## src/snp_pkg.sv

```systemverilog
// Shared constants and types for the serial network packetizer
package snp_pkg;

    // Clock and time base
    localparam int CLK_PERIOD_NS = 10;
    localparam int MS_NS = 1000000;
    localparam int CYCLES_PER_MS = MS_NS / CLK_PERIOD_NS;
    localparam int MS_W = 13;
    localparam logic [MS_W-1:0] MS_PER_S = 13'h3e8;

    // Disconnect policy bit positions
    localparam int DP_LINE_DROP = 7;
    localparam int DP_TELNET = 6;
    localparam int DP_EOT = 5;
    localparam int DP_PASSWORD = 4;
    localparam int DP_NO_HARD_CLOSE = 3;
    localparam int DP_LED_OFF = 0;

    // Buffer clear policy bit positions
    localparam int BC_N2S_OUT = 0;
    localparam int BC_N2S_IN = 1;
    localparam int BC_N2S_DISC = 2;
    localparam int BC_S2N_OUT = 4;
    localparam int BC_S2N_IN = 5;
    localparam int BC_S2N_DISC = 6;
    localparam int BC_ALT_PACK = 7;

    // Packing control field positions
    localparam int PC_IVL_LSB = 0;
    localparam int PC_TAIL_LSB = 2;
    localparam int PC_SEQ2 = 4;
    localparam int PC_IMMEDIATE = 5;

    // Times in milliseconds
    localparam logic [MS_W-1:0] IVL0_MS = 13'h00c;
    localparam logic [MS_W-1:0] IVL1_MS = 13'h034;
    localparam logic [MS_W-1:0] IVL2_MS = 13'h0fa;
    localparam logic [MS_W-1:0] IVL3_MS = 13'h1388;
    localparam logic [MS_W-1:0] STD_GAP_MS = 13'h001;
    localparam logic [MS_W-1:0] HARD_CLOSE_MS = 13'h3e8;
    localparam logic [MS_W-1:0] LED_HALF_MS = 13'h1f4;

    // Characters and limits
    localparam logic [7:0] EOT_CHAR = 8'h04;
    localparam logic [7:0] TRIGGER_OFF = 8'h00;
    localparam logic [12:0] IDLE_MAX_S = 13'h176f;

    typedef enum logic [1:0] {
        CS_IDLE = 2'b00,
        CS_OPEN = 2'b01,
        CS_CLOSING = 2'b10
    } snp_conn_state_t;

endpackage

```

## src/snp_packetizer.sv

```systemverilog
// Connection control and packetizing decisions for one serial channel
`timescale 1ns/1ps
`default_nettype none
module snp_packetizer
    import snp_pkg::*;
#(
    parameter int MS_CYCLES = CYCLES_PER_MS
) (
    input wire logic i_core_clk,
    input wire logic i_sys_rst,
    input wire logic [7:0] i_disconnect_policy,
    input wire logic [7:0] i_buffer_clear_policy,
    input wire logic [7:0] i_packing_control,
    input wire logic [12:0] i_idle_timeout,
    input wire logic [7:0] i_trigger_char_first,
    input wire logic [7:0] i_trigger_char_second,
    input wire logic i_ser_valid,
    input wire logic [7:0] i_ser_byte,
    input wire logic i_line_status,
    input wire logic i_conn_open_out,
    input wire logic i_conn_open_in,
    input wire logic i_password_ok,
    input wire logic i_conn_closed,
    input wire logic i_close_ack,
    input wire logic i_status_tx_req,
    output logic o_net_valid,
    output logic [7:0] o_net_byte,
    output logic o_net_send,
    output logic o_s2n_clear,
    output logic o_n2s_clear,
    output logic o_drop_conn,
    output logic o_force_close,
    output logic o_send_term_type,
    output logic o_telnet_opts_en,
    output logic o_connected,
    output logic o_state_led
);

    snp_conn_state_t state_q;
    logic ms_tick;
    logic frame_end;
    logic line_prev_q;
    logic defer_q;
    logic pending_q;
    logic [MS_W-1:0] gap_ms_q;
    logic [MS_W-1:0] idle_ms_q;
    logic [12:0] idle_s_q;
    logic [MS_W-1:0] close_ms_q;
    logic [MS_W-1:0] led_ms_q;
    logic blink_q;

    logic alt_pack;
    logic immediate;
    logic [MS_W-1:0] interval_ms;
    logic line_fall;
    logic eot_hit;
    logic idle_expire;
    logic drop_req;
    logic accept_in;
    logic ev_open_out;
    logic ev_open_in;
    logic ev_reject;
    logic ev_force;
    logic ev_disc;
    logic is_open;
    logic gap_expired;
    logic send_now;
    logic s2n_clr;

    snp_ms_tick #(
        .CYCLES(MS_CYCLES)
    ) u_tick (
        .i_core_clk(i_core_clk),
        .i_sys_rst(i_sys_rst),
        .o_tick(ms_tick)
    );

    snp_trigger_match u_match (
        .i_core_clk(i_core_clk),
        .i_sys_rst(i_sys_rst),
        .i_valid(i_ser_valid),
        .i_byte(i_ser_byte),
        .i_first(i_trigger_char_first),
        .i_second(i_trigger_char_second),
        .i_seq2(alt_pack && i_packing_control[PC_SEQ2]),
        .i_tail(alt_pack ? i_packing_control[PC_TAIL_LSB+:2] : 2'b00),
        .i_clear(s2n_clr),
        .o_frame_end(frame_end)
    );

    // Packing mode selection
    always_comb begin
        alt_pack = i_buffer_clear_policy[BC_ALT_PACK];
        // Standard packing sends on recognition of a trigger
        immediate = !alt_pack || i_packing_control[PC_IMMEDIATE];
        if (alt_pack) begin
            case (i_packing_control[PC_IVL_LSB+:2])
                2'b00: interval_ms = IVL0_MS;
                2'b01: interval_ms = IVL1_MS;
                2'b10: interval_ms = IVL2_MS;
                2'b11: interval_ms = IVL3_MS;
                default: interval_ms = IVL0_MS;
            endcase
        end else begin
            interval_ms = STD_GAP_MS;
        end
    end

    // Drop conditions
    always_comb begin
        is_open = (state_q == CS_OPEN);
        line_fall = i_disconnect_policy[DP_LINE_DROP] && line_prev_q && !i_line_status;
        eot_hit = i_disconnect_policy[DP_EOT] && i_disconnect_policy[DP_TELNET]
            && i_ser_valid && (i_ser_byte == EOT_CHAR);
        idle_expire = (i_idle_timeout != 13'h0000) && (idle_s_q >= i_idle_timeout);
        drop_req = line_fall || eot_hit || idle_expire;
    end

    // Connection events
    // Outgoing open wins when both arrive in one cycle
    always_comb begin
        accept_in = !i_disconnect_policy[DP_PASSWORD] || i_password_ok;
        ev_open_out = (state_q == CS_IDLE) && i_conn_open_out;
        ev_open_in = (state_q == CS_IDLE) && !i_conn_open_out && i_conn_open_in && accept_in;
        ev_reject = (state_q == CS_IDLE) && !i_conn_open_out && i_conn_open_in && !accept_in;
        ev_force = (state_q == CS_CLOSING) && !i_close_ack && !i_conn_closed
            && !i_disconnect_policy[DP_NO_HARD_CLOSE] && ms_tick
            && (close_ms_q >= HARD_CLOSE_MS - 13'h0001);
        ev_disc = (is_open && i_conn_closed)
            || ((state_q == CS_CLOSING) && (i_close_ack || i_conn_closed))
            || ev_force;
        s2n_clr = (ev_open_out && i_buffer_clear_policy[BC_S2N_OUT])
            || (ev_open_in && i_buffer_clear_policy[BC_S2N_IN])
            || (ev_disc && i_buffer_clear_policy[BC_S2N_DISC]);
    end

    // Send decision
    // A clear in the same cycle wins, so stale bytes never leave
    always_comb begin
        gap_expired = pending_q && !i_ser_valid && (gap_ms_q >= interval_ms);
        send_now = is_open && !s2n_clr && (
            (i_ser_valid && frame_end && immediate)
            || (defer_q && !i_ser_valid)
            || gap_expired
            || i_status_tx_req);
    end

    always_ff @(posedge i_core_clk) begin
        if (i_sys_rst) begin
            state_q <= CS_IDLE;
        end else begin
            case (state_q)
                CS_IDLE: begin
                    if (ev_open_out || ev_open_in) begin
                        state_q <= CS_OPEN;
                    end
                end
                CS_OPEN: begin
                    // Remote close beats a local drop request
                    if (i_conn_closed) begin
                        state_q <= CS_IDLE;
                    end else if (drop_req) begin
                        state_q <= CS_CLOSING;
                    end
                end
                CS_CLOSING: begin
                    if (ev_disc) begin
                        state_q <= CS_IDLE;
                    end
                end
                default: state_q <= CS_IDLE;
            endcase
        end
    end

    // Waiting for the remote close acknowledge
    // Saturates so a long wait cannot wrap back into range
    always_ff @(posedge i_core_clk) begin
        if (i_sys_rst || (state_q != CS_CLOSING)) begin
            close_ms_q <= '0;
        end else if (ms_tick && (close_ms_q != HARD_CLOSE_MS)) begin
            close_ms_q <= close_ms_q + 13'h0001;
        end
    end

    // Reset value low so a line already low at release is no edge
    always_ff @(posedge i_core_clk) begin
        if (i_sys_rst) begin
            line_prev_q <= 1'b0;
        end else begin
            line_prev_q <= i_line_status;
        end
    end

    // Idle timeout counted in whole seconds
    always_ff @(posedge i_core_clk) begin
        if (i_sys_rst || !is_open || i_ser_valid) begin
            idle_ms_q <= '0;
            idle_s_q <= '0;
        end else if (ms_tick) begin
            if (idle_ms_q == MS_PER_S - 13'h0001) begin
                idle_ms_q <= '0;
                if (idle_s_q != IDLE_MAX_S) begin
                    idle_s_q <= idle_s_q + 13'h0001;
                end
            end else begin
                idle_ms_q <= idle_ms_q + 13'h0001;
            end
        end
    end

    // Gap since last byte, saturates at the longest interval
    always_ff @(posedge i_core_clk) begin
        if (i_sys_rst || i_ser_valid) begin
            gap_ms_q <= '0;
        end else if (ms_tick && (gap_ms_q != IVL3_MS)) begin
            gap_ms_q <= gap_ms_q + 13'h0001;
        end
    end

    // Bytes waiting for a send
    always_ff @(posedge i_core_clk) begin
        if (i_sys_rst || s2n_clr) begin
            pending_q <= 1'b0;
        end else if (i_ser_valid) begin
            pending_q <= !(send_now && frame_end && immediate);
        end else if (send_now) begin
            pending_q <= 1'b0;
        end
    end

    // Deferred send keeps back-to-back bytes in the same segment
    always_ff @(posedge i_core_clk) begin
        if (i_sys_rst || s2n_clr || !is_open) begin
            defer_q <= 1'b0;
        end else if (i_ser_valid && frame_end && !immediate) begin
            defer_q <= 1'b1;
        end else if (send_now) begin
            defer_q <= 1'b0;
        end
    end

    // Serial byte stream towards the network side
    // Bytes pass even while idle and are dropped only by a clear; the send strobe also needs the open state
    always_ff @(posedge i_core_clk) begin
        if (i_sys_rst) begin
            o_net_valid <= 1'b0;
            o_net_byte <= 8'h00;
            o_net_send <= 1'b0;
        end else begin
            o_net_valid <= i_ser_valid && !s2n_clr;
            o_net_byte <= i_ser_byte;
            o_net_send <= send_now;
        end
    end

    // Buffer clear strobes
    always_ff @(posedge i_core_clk) begin
        if (i_sys_rst) begin
            o_s2n_clear <= 1'b0;
            o_n2s_clear <= 1'b0;
        end else begin
            o_s2n_clear <= s2n_clr;
            o_n2s_clear <= (ev_open_out && i_buffer_clear_policy[BC_N2S_OUT])
                || (ev_open_in && i_buffer_clear_policy[BC_N2S_IN])
                || (ev_disc && i_buffer_clear_policy[BC_N2S_DISC]);
        end
    end

    // Connection control strobes
    always_ff @(posedge i_core_clk) begin
        if (i_sys_rst) begin
            o_drop_conn <= 1'b0;
            o_force_close <= 1'b0;
            o_send_term_type <= 1'b0;
        end else begin
            o_drop_conn <= (is_open && !i_conn_closed && drop_req) || ev_reject;
            o_force_close <= ev_force;
            o_send_term_type <= ev_open_out && i_disconnect_policy[DP_TELNET];
        end
    end

    // Option levels
    always_ff @(posedge i_core_clk) begin
        if (i_sys_rst) begin
            o_telnet_opts_en <= 1'b0;
            o_connected <= 1'b0;
        end else begin
            o_telnet_opts_en <= i_disconnect_policy[DP_TELNET];
            o_connected <= (state_q != CS_IDLE);
        end
    end

    // Blink phase for the state indicator
    always_ff @(posedge i_core_clk) begin
        if (i_sys_rst) begin
            led_ms_q <= '0;
            blink_q <= 1'b0;
        end else if (ms_tick) begin
            if (led_ms_q == LED_HALF_MS - 13'h0001) begin
                led_ms_q <= '0;
                blink_q <= !blink_q;
            end else begin
                led_ms_q <= led_ms_q + 13'h0001;
            end
        end
    end

    // Steady on when idle, blinking while connected unless held off
    always_ff @(posedge i_core_clk) begin
        if (i_sys_rst) begin
            o_state_led <= 1'b1;
        end else if (state_q == CS_IDLE) begin
            o_state_led <= 1'b1;
        end else if (i_disconnect_policy[DP_LED_OFF]) begin
            o_state_led <= 1'b0;
        end else begin
            o_state_led <= blink_q;
        end
    end

endmodule
`default_nettype wire

```

## src/snp_ms_tick.sv

```systemverilog
// Millisecond tick prescaler
`timescale 1ns/1ps
`default_nettype none
module snp_ms_tick #(
    parameter int CYCLES = 100000
) (
    input wire logic i_core_clk,
    input wire logic i_sys_rst,
    output logic o_tick
);
    localparam int CW = (CYCLES > 1) ? $clog2(CYCLES) : 1;
    localparam logic [CW-1:0] LAST = CW'(CYCLES - 1);

    logic [CW-1:0] cnt_q;

    always_ff @(posedge i_core_clk) begin
        if (i_sys_rst) begin
            cnt_q <= '0;
            o_tick <= 1'b0;
        end else if (cnt_q == LAST) begin
            cnt_q <= '0;
            o_tick <= 1'b1;
        end else begin
            cnt_q <= cnt_q + 1'b1;
            o_tick <= 1'b0;
        end
    end
endmodule
`default_nettype wire

```

## src/snp_trigger_match.sv

```systemverilog
// Trigger character matcher with trailing character count
`timescale 1ns/1ps
`default_nettype none
module snp_trigger_match (
    input wire logic i_core_clk,
    input wire logic i_sys_rst,
    input wire logic i_valid,
    input wire logic [7:0] i_byte,
    input wire logic [7:0] i_first,
    input wire logic [7:0] i_second,
    input wire logic i_seq2,
    input wire logic [1:0] i_tail,
    input wire logic i_clear,
    output logic o_frame_end
);
    logic armed_q;
    logic tail_act_q;
    logic [1:0] tail_q;
    logic enabled;
    logic hit;
    logic [1:0] tail_n;

    always_comb begin
        enabled = (i_first != snp_pkg::TRIGGER_OFF);
        if (i_seq2) begin
            hit = enabled && armed_q && (i_byte == i_second);
        end else begin
            hit = enabled && ((i_byte == i_first) || ((i_second != snp_pkg::TRIGGER_OFF) && (i_byte == i_second)));
        end
        // Code 11 has no defined count, treated as none
        tail_n = (i_tail == 2'b11) ? 2'b00 : i_tail;
        o_frame_end = i_valid && (tail_act_q ? (tail_q == 2'b01) : (hit && (tail_n == 2'b00)));
    end

    always_ff @(posedge i_core_clk) begin
        if (i_sys_rst || i_clear) begin
            armed_q <= 1'b0;
            tail_act_q <= 1'b0;
            tail_q <= 2'b00;
        end else if (i_valid) begin
            armed_q <= enabled && i_seq2 && (i_byte == i_first);
            if (tail_act_q) begin
                tail_q <= tail_q - 2'b01;
                tail_act_q <= (tail_q != 2'b01);
            end else if (hit && (tail_n != 2'b00)) begin
                tail_act_q <= 1'b1;
                tail_q <= tail_n;
            end
        end
    end
endmodule
`default_nettype wire

```

## config.mk

```make
export PLATFORM = sky130hd
export DESIGN_NAME = snp_packetizer
export DESIGN_NICKNAME = d
export VERILOG_FILES = /design/src/snp_pkg.sv /design/src/snp_packetizer.sv /design/src/snp_ms_tick.sv /design/src/snp_trigger_match.sv
export SDC_FILE = /design/constraint.sdc
export NUM_CORES = 1
export LEC_CHECK = 0
export ABC_AREA = 1
export BUFFER_PORTS_ARGS = -buffer_cell sky130_fd_sc_hd__buf_4
export CAP_MARGIN = 20
export CORE_AREA = 4 4 107 109
export DETAILED_ROUTE_END_ITERATION = 16
export DIE_AREA = 0 0 111 113
export PLACE_DENSITY = 0.89
export SETUP_SLACK_MARGIN = 0.3
export SYNTH_ARGS = -nofsm -noshare
export SYNTH_HDL_FRONTEND = slang
export SYNTH_SLANG_ARGS = --single-unit
```

## constraint.sdc

```tcl
create_clock -name i_core_clk -period 6 [get_ports i_core_clk]
set_input_delay 0.6 -clock i_core_clk [delete_from_list [all_inputs] [get_ports i_core_clk]]
set_output_delay 0.6 -clock i_core_clk [all_outputs]
set_load 0.01 [all_outputs]
```

Yosys cells after proc, flatten, opt, wreduce, memory -nomap -nowiden --
Index checks and enable logic that the tools add are counted.
Operators by class: add/subtract/negate cells 7, order comparisons 3, equality and inequality tests 21, muxes and demuxes 22, reductions and logical operators 104
Operators by type and width (number):
- $add 13x1->13 const B | 5
- $pmux 13 s4 | 1
- $logic_and 1x1->1 | 50
- $mux 13 | 3
- $ge 13x13->1 | 2
- $ne 13x13->1 const B | 2
- $logic_or 1x1->1 | 23
- $add 17x1->17 const B | 1
- $eq 17x17->1 const B | 1
- $eq 8x8->1 | 2
- $mux 2 | 8
- $reduce_bool 8->1 | 2
- $logic_not 1->1 | 14
- $eq 13x10->1 const B | 1
- $eq 13x9->1 const B | 1
- $ge 13x10->1 const B | 1
- $ne 13x10->1 const B | 1
- $reduce_bool 13->1 | 1
- $reduce_bool 2->1 | 5
- $mux 1 | 9
- $eq 2x2->1 const B | 4
- $eq 8x3->1 const B | 1
- $eq 2x1->1 const B | 3
- $logic_not 2->1 | 3
- 8 further kinds | 13
Storage, ports and cells: flip-flop bits (word level) 111, input port bits 71

Longest topological paths before layout --
Gate-level depths: netlist of run 1.
depth in word-level cells 18, depth in mapped cells 16, gate-level depth less buffers 16

By module --
Synthesis of run 1 repeated with hierarchy kept, for this count alone.
Unflattened totals: cell total of the unflattened synthesis 961, area, all modules 6566.3 um2
Modules (own cells, without submodules):
- snp_packetizer | seq. area each 1781.7 um2, times used 1, area each 5008.6 um2, cells an instance 720
- snp_ms_tick | seq. area each 360.3 um2, times used 1, area each 968.4 um2, cells an instance 141
- snp_trigger_match | seq. area each 80.1 um2, times used 1, area each 589.3 um2, cells an instance 100

Worst setup path before layout of run 1 --
Ideal clock, no wire load.
path kind input to register, start input port i_packing_control[0], end register defer_q, slack 3.643 ns, arrival time 2.287 ns, required time 5.930 ns, stages 13, buffers on the path 0, cell sequence inv_1 -> ha_1 -> or2_2 -> ha_1 -> a21oi_1 -> o221ai_1 -> nand3_1 -> nand3_1 -> a21boi_0 -> nand2_1 -> nand2_1 -> nand2_1 -> a21oi_1
On the way: cells in the longest elaborated chain, start to end 9
Ends and longest elaborated chain:
- from (decl) | line snp_packetizer.sv:13 | input wire logic [7:0] i_packing_control,
- $eq 2x2->1 (tied with other cells) | line snp_packetizer.sv:97 | case (i_packing_control[PC_IVL_LSB+:2])
- $pmux 13 s4 (*) | line snp_packetizer.sv:97
- $mux 13 (*) | line snp_packetizer.sv:96 | if (alt_pack) begin
- $ge 13x13->1 (*) | line snp_packetizer.sv:140 | gap_expired = pending_q && !i_ser_valid && (gap_ms_q >= interval_ms);
- $logic_and 1x1->1 (*) | line snp_packetizer.sv:140
- $logic_or 1x1->1 (*) | line snp_packetizer.sv:144 | || gap_expired
- $logic_or 1x1->1 (*) | line snp_packetizer.sv:145 | || i_status_tx_req);
- $logic_and 1x1->1 (*) | line snp_packetizer.sv:141 | send_now = is_open && !s2n_clr && (
- $reduce_bool 2->1 (no source line) (*)
- to (signal assigned) | line snp_packetizer.sv:235 | defer_q <= 1'b0;
- to (signal assigned) | line snp_packetizer.sv:237 | defer_q <= 1'b1;
- to (signal assigned) | line snp_packetizer.sv:239 | defer_q <= 1'b0;
- to (decl) | line snp_packetizer.sv:43 | logic defer_q;
Mark *: on every way between the ends. The rest lies on a longest branch, timed or not. The select of a mux whose other input is x is not followed. A chain may end at the register's enable or synchronous reset.

Worst setup path in the final report of run 1 --
Ends and elaborated chain as after synthesis.

==> impl_metrics.csv, run 1 <==
group,metric,value,unit
min_path,hold_class,"primary input to register",
finish,syn_to_final_growth,15.3,%
floorplanning,die_area,12500,um^2
logic_synthesis,synth_edf_count,0,
floorplanning,die_x,111,um
finish,diodes,0,
global_routing,grt_pass1_wl,23200,um
logic_synthesis,postSynthAreaPerCell,7.07,um^2
drt,drtAntennaViolNets,0,
critical_path,cp_max_fo,4,
run_status,status,"finished, final reports clean",
floorplanning,ios,89,
logic_synthesis,synth_area,6230,um^2
global_routing,grt_pass1_vias,5454,
global_routing,grt_max_degree,28,
clock_tree,clk_latency,0.38,ns
sta,hold_violations,0,
sta,setup_tns,0,ns
finish,nNetsFinal,1075,
global_routing,track_usage,21.8,%
pwr,p_per_area,186,nW/um^2
critical_path,critical_path_arrival,2.67,ns
place,place_area,6980,um^2
clock_tree,cts_buffers,9,
logic_synthesis,yosysSeqAreaShare,35.7,%
logic_synthesis,synth_seq_cells,111,
drt,wl_per_cell,12.4,um
floorplanning,rows,38,
critical_path,required,6.32,ns
global_routing,overflow,0,
drt,drt_iter0_drc,368,
place,globalplace.congestion,0.959,
clock_tree,cts_sinks,111,
finish,fill_cells,884,
place,dp_hpwl,10600,um
logic_synthesis,synth_nets,990,
job,cap_violations,0,
clock_tree,ctsResizeCount,0,
critical_path,endpoint_kind,"register",
floorplanning,die_y,113,um
clock_tree,clk_pin_slew_worst_paths,0.11,ns
drt,dr.pass1.iters,5,
sta,fin_crit_sh,39.1,%
pwr,peakVddDrop,183,uV
sta,rsz0062_at_grt,"false",
clock_tree,cts_buffer_depth,2,
critical_path,critPathLaunchType,"primary input",
logic_synthesis,async_flop_share,0,%
sta,tightest_slew,0.559,ns
finish,seq_area,2220,um^2
clock_tree,cts_setup_buffers,0,
logic_synthesis,ys_types,48,
sta,setup_viol,0,
logic_synthesis,syn_inst,881,
critical_path,worstSetupPathType,"primary input to register",
drt,wl,13800,um
clock_tree,tritoncts,"done",
global_routing,antenna_found_initial,0,
place,io_buffers,83,
pwr,p_leak,2.92,nW
clock_tree,cts_root_buffer,"clkbuf_8",
clock_tree,cts_hold_buf,0,
drt,via_count,5869,
sta,fmax,0.426,GHz
floorplanning,core_area,10600,um^2
sta,drv_slew,0,
drt,route.detailed.drc,0,
finish,layout-drive-gt1-share,16.9,%
finish,multi_input_area,3410,um^2
sta,max_slew_margin,62.7,%
logic_synthesis,ys_warn_count,0,
logic_synthesis,synth_ff_type,"dfxtp_1",
drt,vias_per_cell,5.28,
sta,min_period,2.35,ns
clock_tree,htreeDepth,3,
floorplanning,start_util,58.7,%
finish,fin_area,7180,um^2
sta,finClkSkew,0.00888,ns
## worst max-delay path, cell delays in order
cell and delay, ns:
buf_4 0.09, inv_1 0.04, ha_1 0.27, or2_2 0.32
ha_1 0.33, a21oi_1 0.17, o221ai_1 0.16, nand3_1 0.10
nand3_1 0.07, a21boi_0 0.17, nand2_1 0.08, nand2_1 0.10
nand2_1 0.06, a21oi_1 0.11
## final cells by class
cell class / instances / area share (%)
clock buffers: 11 / 2.11
clock inverters: 5 / 0.662
inverters: 145 / 7.60
multi-input cells: 616 / 47.5
flip-flops and latches: 111 / 31.0
well taps: 140 / 2.44
repair buffers: 83 / 8.68
## per-stage QoR
step                      power, mW  worst slack, ns  cells  utilization [%]  hold slack [ns]
final                          1.33             3.65   1111             67.7            0.387
after global routing           1.39             3.54   1111             67.7            0.382
after CTS                      1.34             3.70   1111             67.7            0.371
after detailed placement      0.898             3.30   1095             65.8            0.458
after global placement        0.896             3.39   1095             65.8            0.441
after floorplan               0.834             3.64    881                -            0.430
## state kept, by name, indices dropped and copies added (netlist names), 2 cells and up
register        flops
state_q             2
idle_ms_q          13
led_ms_q           13
idle_s_q           13
u_tick.cnt_q       17
gap_ms_q           13
close_ms_q         13
o_net_byte          8
u_match.tail_q      2
## report_power, final
group	total [mW]	internal (mW)	switching, mW
logic	0.133	0.0622	0.0712
registers	0.750	0.746	0.00388
clock network	0.450	0.183	0.267
total	1.33	0.991	0.342
## final timing paths
check | start | to | slack, ns | depth (start not counted)
setup / recovery | i_packing_control[0] | defer_q | 3.65 | 14
hold / removal | i_disconnect_policy[0] | o_state_led | 0.39 | 2
setup reg to reg | u_tick.o_tick | defer_q | 3.78 | 10
hold reg to reg | u_match.tail_q[1] | u_match.tail_q[1] | 0.47 | 2
## synthesized netlist by cell type (all sizes together), types with 6 or more instances
cell   count  area share (%)
nand2    158             9.9
inv      144             8.7
nor2     124             8.4
dfxtp    111              36
a21oi     73             5.9
nand3     47             4.1
nor3      43             4.0
ha        38             7.6
o21ai     37             3.0
nand4     27             3.1
nor4      16             2.2
xnor2     10             1.4
nor3b      7            0.92
or2        7            0.70
xor2       6            0.84
## layout by cell type (no fill, tap or decap), types with 6 or more instances in the layout
master / Yosys / layout
o21ai_1: 6 / 6
inv_2: 13 / 13
buf_4: 0 / 83
o21ai_0: 30 / 30
nor3_1: 38 / 38
nor2_2: 15 / 15
clkbuf_8: 0 / 11
nor2_1: 106 / 106
ha_1: 38 / 38
nand2_1: 150 / 150
nor3b_1: 6 / 6
nand2_2: 7 / 7
a21oi_1: 73 / 73
xor2_1: 6 / 6
dfxtp_1: 111 / 111
nand4_1: 25 / 25
inv_1: 131 / 131
or2_2: 6 / 6
xnor2_1: 10 / 10
nand3_1: 43 / 43
nor4_1: 12 / 12
## cells by family after synthesis
kind of cell	after synthesis	share of synthesized area [%]
buffers and inverters	154	9.51
AOI/OAI and AO/OA	129	11.2
adders and majority gates	38	7.64
DFF	111	35.7
and+or+nand+nor	433	33.7
xor gates and xnor gates	16	2.25
## layer usage
| layer | vias to the layer above | track usage (%) | wire [um] |
|---|---|---|---|
| met5 | - | 0 | 0 |
| met4 | 0 | 6.24 | 240 |
| met3 | 20 | 5.40 | 663 |
| met2 | 146 | 39.4 | 6900 |
| met1 | 2645 | 25.8 | 5960 |
| li1 | 3058 | - | - |
Power figures use the tool's default switching activity.
==> run 2, diff against run 1 <==
- CORE_AREA: 4 4 107 109 -> 4 4 109 111
- DIE_AREA: 0 0 111 113 -> 0 0 113 115
- PLACE_DENSITY: 0.89 -> 0.86
- clock period: 6 -> 2.3 ns (I/O delays scaled with it)
==> run 2 against run 1 <==
Against the previous run:
- wire length up 2.9%
- setup slack worse by 3.3 ns
- total power rose to 2.6 times the previous value
- final area up 2.0%
- critical path type is now register to register
- highest routed layer unchanged
==> impl_metrics.csv, run 2 (synthesized netlist as in run 1, its figures left out) <==
group,metric,value,unit
drt,route.detailed.drc,0,
floorplanning,die_x,113,um
global_routing,grt_max_degree,27,
min_path,hold_class,"primary input to register",
finish,largest_register_ffs,17,
critical_path,critical_path_arrival,2.19,ns
critical_path,critPathMaxStageDelay,0.35,ns
sta,min_period,1.93,ns
pwr,p_sw_share,24.4,%
floorplanning,ios,89,
pwr,power.switching,0.843,mW
finish,nNetsFinal,1089,
finish,largest_register,"u_tick.cnt_q",
drt,drtAntennaViolNets,0,
pwr,p_per_area,472,nW/um^2
global_routing,grt_pass1_vias,5440,
drt,wl,14200,um
clock_tree,tritoncts,"done",
drt,vias_per_cell,5.26,
pwr,combPwrFrac,10.4,%
clock_tree,clk_pin_slew_worst_paths,0.10,ns
run_status,status,"finished, final reports clean",
place,dp_hpwl,11000,um
sta,finClkSkew,0.00891,ns
place,globalplace.congestion,0.864,
clock_tree,cts_buffers,9,
drt,dr.pass1.iters,5,
pwr,p_clk_share,33.0,%
finish,diodes,0,
critical_path,critPathLaunchType,"register",
floorplanning,rows,38,
clock_tree,cts_sinks,111,
pwr,p_int,2.61,mW
job,cap_violations,0,
critical_path,r2r_slack,0.37,ns
critical_path,required,2.56,ns
sta,fmax,0.518,GHz
global_routing,grt_pass1_wl,23500,um
sta,fin_crit_sh,83.9,%
clock_tree,cts_buffer_depth,2,
finish,layout-drive-gt1-share,19.5,%
global_routing,antenna_found_initial,0,
critical_path,crit_slowest_cell,"dfxtp_2",
finish,final_common_cell,"nand2_1",
critical_path,r2r_end,"gap_ms_q[12]",
critical_path,crit_path_end,"gap_ms_q[12]",
floorplanning,start_util,57.7,%
critical_path,critPathLaunch,"gap_ms_q[1]",
sta,setup_tns,0,ns
floorplanning,die_area,13000,um^2
critical_path,cp_max_fo,6,
drt,via_count,5905,
sta,max_slew_margin,69.2,%
pwr,p_leak,3.00,nW
finish,syn_to_final_growth,17.6,%
clock_tree,clk_latency,0.36,ns
critical_path,r2r.worst_path.cells,14,
drt,drt_iter0_drc,344,
critical_path,endpoint_kind,"register",
critical_path,r2r-start,"gap_ms_q[1]",
pwr,power,3.45,mW
drt,wl_per_cell,12.6,um
finish,fill_cells,911,
sta,setup_viol,0,
global_routing,overflow,0,
clock_tree,htreeDepth,3,
clock_tree,cts_root_buffer,"clkbuf_8",
finish,layout_common_cells,"nand2_1, inv_1, nor2_1, dfxtp_1, buf_4",
critical_path,worstSetupPathType,"register to register",
critical_path,path_cells,"inv_1 -> ha_1 -> nand2_1 -> nor3_1 -> nand3_1 -> nand2_2 -> inv_4 -> nand3_4 -> nor2_4 -> nand2_2 -> nor2_4 -> nand4_1 -> o21ai_1 -> a21oi_1",
place,io_buffers,83,
sta,hold_violations,0,
sta,rsz0062_at_grt,"true",
pwr,peakVddDrop,465,uV
floorplanning,die_y,115,um
sta,tightest_slew,0.459,ns
floorplanning,core_area,10800,um^2
global_routing,track_usage,21.5,%
sta,drv_slew,0,
pwr,seqPwrFrac,56.6,%
-- run 2: cell types whose count changed in the layout (fill, tap and decap cells not counted), sizes merged --
cell	previous run	this run
clkbuf	11	9
clkinvlp	1	0
clkinv	1	2
buf	83	97
bufinv	0	1
inv	148	147
-- run 2: what timing repair did --
| action | in CTS | in global routing |
|---|---|---|
| endpoints found under the hold margin | 0 | 0 |
| setup buffers | 0 | 8 |
| hold buffers | 0 | 0 |
| gates resized for setup | 0 | 23 |
| endpoints found under the setup margin | 0 | 17 |
-- run 2: layer usage --
metal / routed length (um) / global-route usage [%]
met5: 0 / 0
met4: 295 / 6.41
met3: 501 / 3.68
met2: 7090 / 38.0
met1: 6280 / 27.0
-- run 2: area by class of cell --
type	count	area (um^2)	share of cell area [%]
Multi-Input combinational cell	616	3460	47.2
Sequential cell	111	2230	30.5
Timing Repair Buffer	97	728	9.95
Inverter	145	547	7.47
Tap cell	140	175	2.39
Clock buffer	9	124	1.69
Clock inverter	5	57.6	0.786
-- run 2: worst max-delay path: cells and delay by family (launching register included) --
family / cells / cell delay [ns]
buf+inv: 2 / 0.18
fa+ha+maj: 1 / 0.19
compound gates: 2 / 0.21
simple gates: 9 / 0.89
flops: 1 / 0.35
-- run 2: power groups by stage --
stage | Sequential [mW] | Combinational, mW | Clock (mW)
after detailed placement | 2.00 | 0.349 | 0
after floorplan | 2.01 | 0.169 | 0
after CTS | 1.96 | 0.352 | 1.17
final | 1.96 | 0.358 | 1.14
after global routing | 1.96 | 0.401 | 1.24
after global placement | 2.00 | 0.341 | 0
-- run 2: worst min-delay path by stage --
stage                            from     endpoint  depth (start not counted)
2_1_floorplan  i_disconnect_policy[0]  o_state_led                          1
3_3_place_gp   i_disconnect_policy[0]  o_state_led                          2
3_5_place_dp   i_disconnect_policy[0]  o_state_led                          2
4_1_cts        i_disconnect_policy[0]  o_state_led                          2
5_1_grt        i_disconnect_policy[0]  o_state_led                          2
6_report       i_disconnect_policy[0]  o_state_led                          2
-- run 2: stage by stage --
step	setup slack [ns]	instance area, um^2	hold slack, ns	util [%]	cells
6_report	0.371	7320	0.0360	67.8	1123
3_3_place_gp	0.0958	7020	0.414	65.1	1101
5_1_grt	0.224	7320	0.0514	67.8	1123
3_5_place_dp	0.0150	7020	0.421	65.1	1101
4_1_cts	0.315	7200	0.0170	66.8	1115
2_1_floorplan	0.313	6230	0.330	-	881
==> run 3, diff against run 2 <==
- ABC_AREA: 1 -> 0
- CORE_AREA: 4 4 109 111 -> 4 4 105 107
- DIE_AREA: 0 0 113 115 -> 0 0 109 111
- clock period: 2.3 -> 1.96 ns (I/O delays scaled with it)
==> run 3 against run 2 <==
Against the previous run:
- the flow now finishes with violations (negative setup slack)
- register-to-register slack got worse by 0.56 ns
- non-clock buffer count rose by 49
- global-route usage rose by 1.8 points
- synthesized cell count fell by 24%
- fmax fell by 10%
- combinational power rose by 28%
- via count fell by 9.2%
- sequential share of layout area fell by 0.35 points
- largest power group unchanged
- critical path type unchanged
- clock skew rose by 0.0066 ns
==> impl_metrics.csv, run 3 <==
group,metric,value,unit
critical_path,cp_max_fo,8,
critical_path,endpoint_kind,"register",
run_status,status,"complete, but fails checks",
logic_synthesis,synth_edf_count,0,
sta,setup_viol,9,
sta,min_period,2.15,ns
logic_synthesis,synth_top_family_by_area,"simple AND/OR/NAND/NOR gates",
finish,largest_register_ffs,17,
clock_tree,tritoncts,"done",
place,dp_hpwl,10300,um
global_routing,grt_max_degree,22,
critical_path,crit_family,"compound AO/OA/AOI/OAI gates",
critical_path,critPathLaunchType,"register",
drt,route.detailed.drc,0,
floorplanning,die_x,109,um
global_routing,grt_pass1_vias,5213,
sta,drv_slew,0,
floorplanning,ios,89,
logic_synthesis,postSynthAreaPerCell,8.54,um^2
logic_synthesis,synth_mux_area_share,0.704,%
place,globalplace.congestion,0.882,
logic_synthesis,synthAdderAreaFrac,8.36,%
drt,via_count,5359,
logic_synthesis,async_flop_share,0,%
critical_path,crit_top_cell,"a211oi_2",
drt,wl_per_cell,15.7,um
pwr,p_leak,2.98,nW
clock_tree,cts_root_buffer,"clkbuf_8",
global_routing,track_usage,23.3,%
sta,hold_ws,0.0446,ns
finish,nNetsFinal,918,
sta,setup_tns,-0.981,ns
critical_path,path_cells,"ha_4 -> a211oi_2 -> a211oi_2 -> o2111ai_2 -> o211ai_2 -> a221o_1 -> or2_4 -> buf_4 -> nor2_2",
logic_synthesis,synth_compound_area_share,8.01,%
pwr,power,4.11,mW
pwr,p_per_area,549,nW/um^2
floorplanning,start_util,56.1,%
logic_synthesis,synth_common_cells,"dfxtp_1, nor2_1, nand2_1, xor2_1, ha_1",
sta,fin_ws,-0.186,ns
logic_synthesis,synth_seq_cells,111,
clock_tree,clk_pin_slew_worst_paths,0.12,ns
pwr,p_sw_share,26.4,%
sta,rsz0062_at_grt,"true",
clock_tree,cts_sinks,111,
clock_tree,cts_buffer_depth,2,
place,io_buffers,83,
sta,finClkSkew,0.0155,ns
finish,largest_register,"u_tick.cnt_q",
logic_synthesis,ys_warn_count,0,
logic_synthesis,synth_nets,775,
floorplanning,die_y,111,um
critical_path,required,2.27,ns
drt,wl,14900,um
clock_tree,cts_buffers,9,
clock_tree,htreeDepth,3,
logic_synthesis,yosys.area_share.xor_xnor,12.8,%
pwr,peakVddDrop,348,uV
logic_synthesis,synth_ff_type,"dfxtp_1",
critical_path,critPathMaxStageDelay,0.37,ns
finish,layout_common_cells,"buf_4, nor2_1, dfxtp_1",
logic_synthesis,yosysSeqAreaShare,39.1,%
logic_synthesis,syn_inst,666,
pwr,power.switching,1.08,mW
drt,drt_iter0_drc,396,
logic_synthesis,netlist.area_leader.share,39.1,%
sta,fin_crit_sh,110,%
pwr,p_int,3.02,mW
critical_path,crit_slowest_cell,"dfxtp_4",
logic_synthesis,ys_types,58,
critical_path,worstSetupPathType,"register to register",
logic_synthesis,synth_area,5690,um^2
run_status,violations,"negative setup slack",
logic_synthesis,synthSimpleGateAreaFrac,27.5,%
floorplanning,core_area,10100,um^2
global_routing,overflow,0,
finish,final_core_util,73.8,%
drt,drtAntennaViolNets,0,
min_path,hold_class,"primary input to register",
global_routing,grt_pass1_wl,23400,um
sta,tightest_slew,0.520,ns
drt,dr.pass1.iters,5,
clock_tree,clk_latency,0.38,ns
sta,max_slew_margin,64.9,%
sta,hold_violations,0,
finish,final_common_cell,"buf_4",
pwr,p_clk_share,33.0,%
critical_path,crit_buf_inv,1,
critical_path,critical_path_arrival,2.45,ns
finish,diodes,0,
pwr,combPwrFrac,11.2,%
floorplanning,rows,37,
global_routing,antenna_found_initial,0,
logic_synthesis,synth_area_leader_cell,"dfxtp_1",
finish,syn_to_final_growth,31.5,%
drt,vias_per_cell,5.64,
finish,layout-drive-gt1-share,30.3,%
pwr,seqPwrFrac,55.9,%
job,cap_violations,0,
floorplanning,die_area,12100,um^2
logic_synthesis,yosysMostFrequentCell,"dfxtp_1",
logic_synthesis,synth_area_leaders,"dfxtp_1, ha_1, xor2_1, nor2_1, xnor2_1",
sta,fmax,0.466,GHz
## run 3: through the flow
stage | std cells | setup slack, ns | area (um^2)
final | 950 | -0.186 | 7480
after global routing | 950 | -0.269 | 7480
after CTS | 940 | -0.152 | 7220
after detailed placement | 909 | -0.277 | 6810
after global placement | 909 | -0.203 | 6810
after floorplan | 666 | -0.124 | 5790
## run 3: layout make-up
type | count | area, um^2
Clock inverter | 7 | 71.3
Timing Repair Buffer | 146 | 1140
Multi-Input combinational cell | 505 | 3590
Sequential cell | 111 | 2250
Inverter | 36 | 138
Clock buffer | 9 | 124
Fill cell | 660 | 2660
Tap cell | 136 | 170
## run 3: power by group through the flow
stage	clock (mW)	combinational [mW]	sequential [mW]
4_1_cts	1.36	0.435	2.29
6_report	1.35	0.458	2.29
3_5_place_dp	0	0.412	2.35
5_1_grt	1.45	0.494	2.30
2_1_floorplan	0	0.182	2.36
3_3_place_gp	0	0.394	2.34
## run 3: path summary, 6_finish.rpt
kind	from	slack, ns	cells past startpoint	endpoint
worst max-delay path	close_ms_q[0]	-0.19	9	o_net_valid
worst min-delay path	i_sys_rst	0.04	2	o_n2s_clear
worst max register to register	close_ms_q[0]	-0.19	9	o_net_valid
worst min register to register	u_match.armed_q	0.47	2	u_match.armed_q
## run 3: logic make-up (layout without fill, tap and decap cells)
group / Yosys count / count (layout)
mux: 4 / 4
xor+xnor: 83 / 83
fa+ha+maj: 38 / 38
compound gates: 70 / 70
flops: 111 / 111
buf+inv: 51 / 198
simple gates: 309 / 310
## run 3: repair_timing
action | 4_1_cts | 5_1_grt
gates resized for setup | 29 | 56
setup endpoints to repair | 55 | 74
setup buffers | 14 | 9
pin swaps | 27 | 32
hold buffers | 1 | 0
gates cloned | 0 | 1
endpoints found under the hold margin | 1 | 0
## run 3: worst reg2reg max path, stage by stage, from the launching register on
cell and delay (ns):
dfxtp_4 0.37, ha_4 0.16, a211oi_2 0.20, a211oi_2 0.10
o2111ai_2 0.21, o211ai_2 0.13, a221o_1 0.35, or2_4 0.30
buf_4 0.16, nor2_2 0.09
## run 3: routing by layer
layer	GRT usage, %	part of all wire [%]	vias up
li1	-	-	2575
met1	27.4	39	2568
met2	41.5	53	173
met3	4.08	4.5	43
met4	8.42	2.9	0
met5	0	0	-
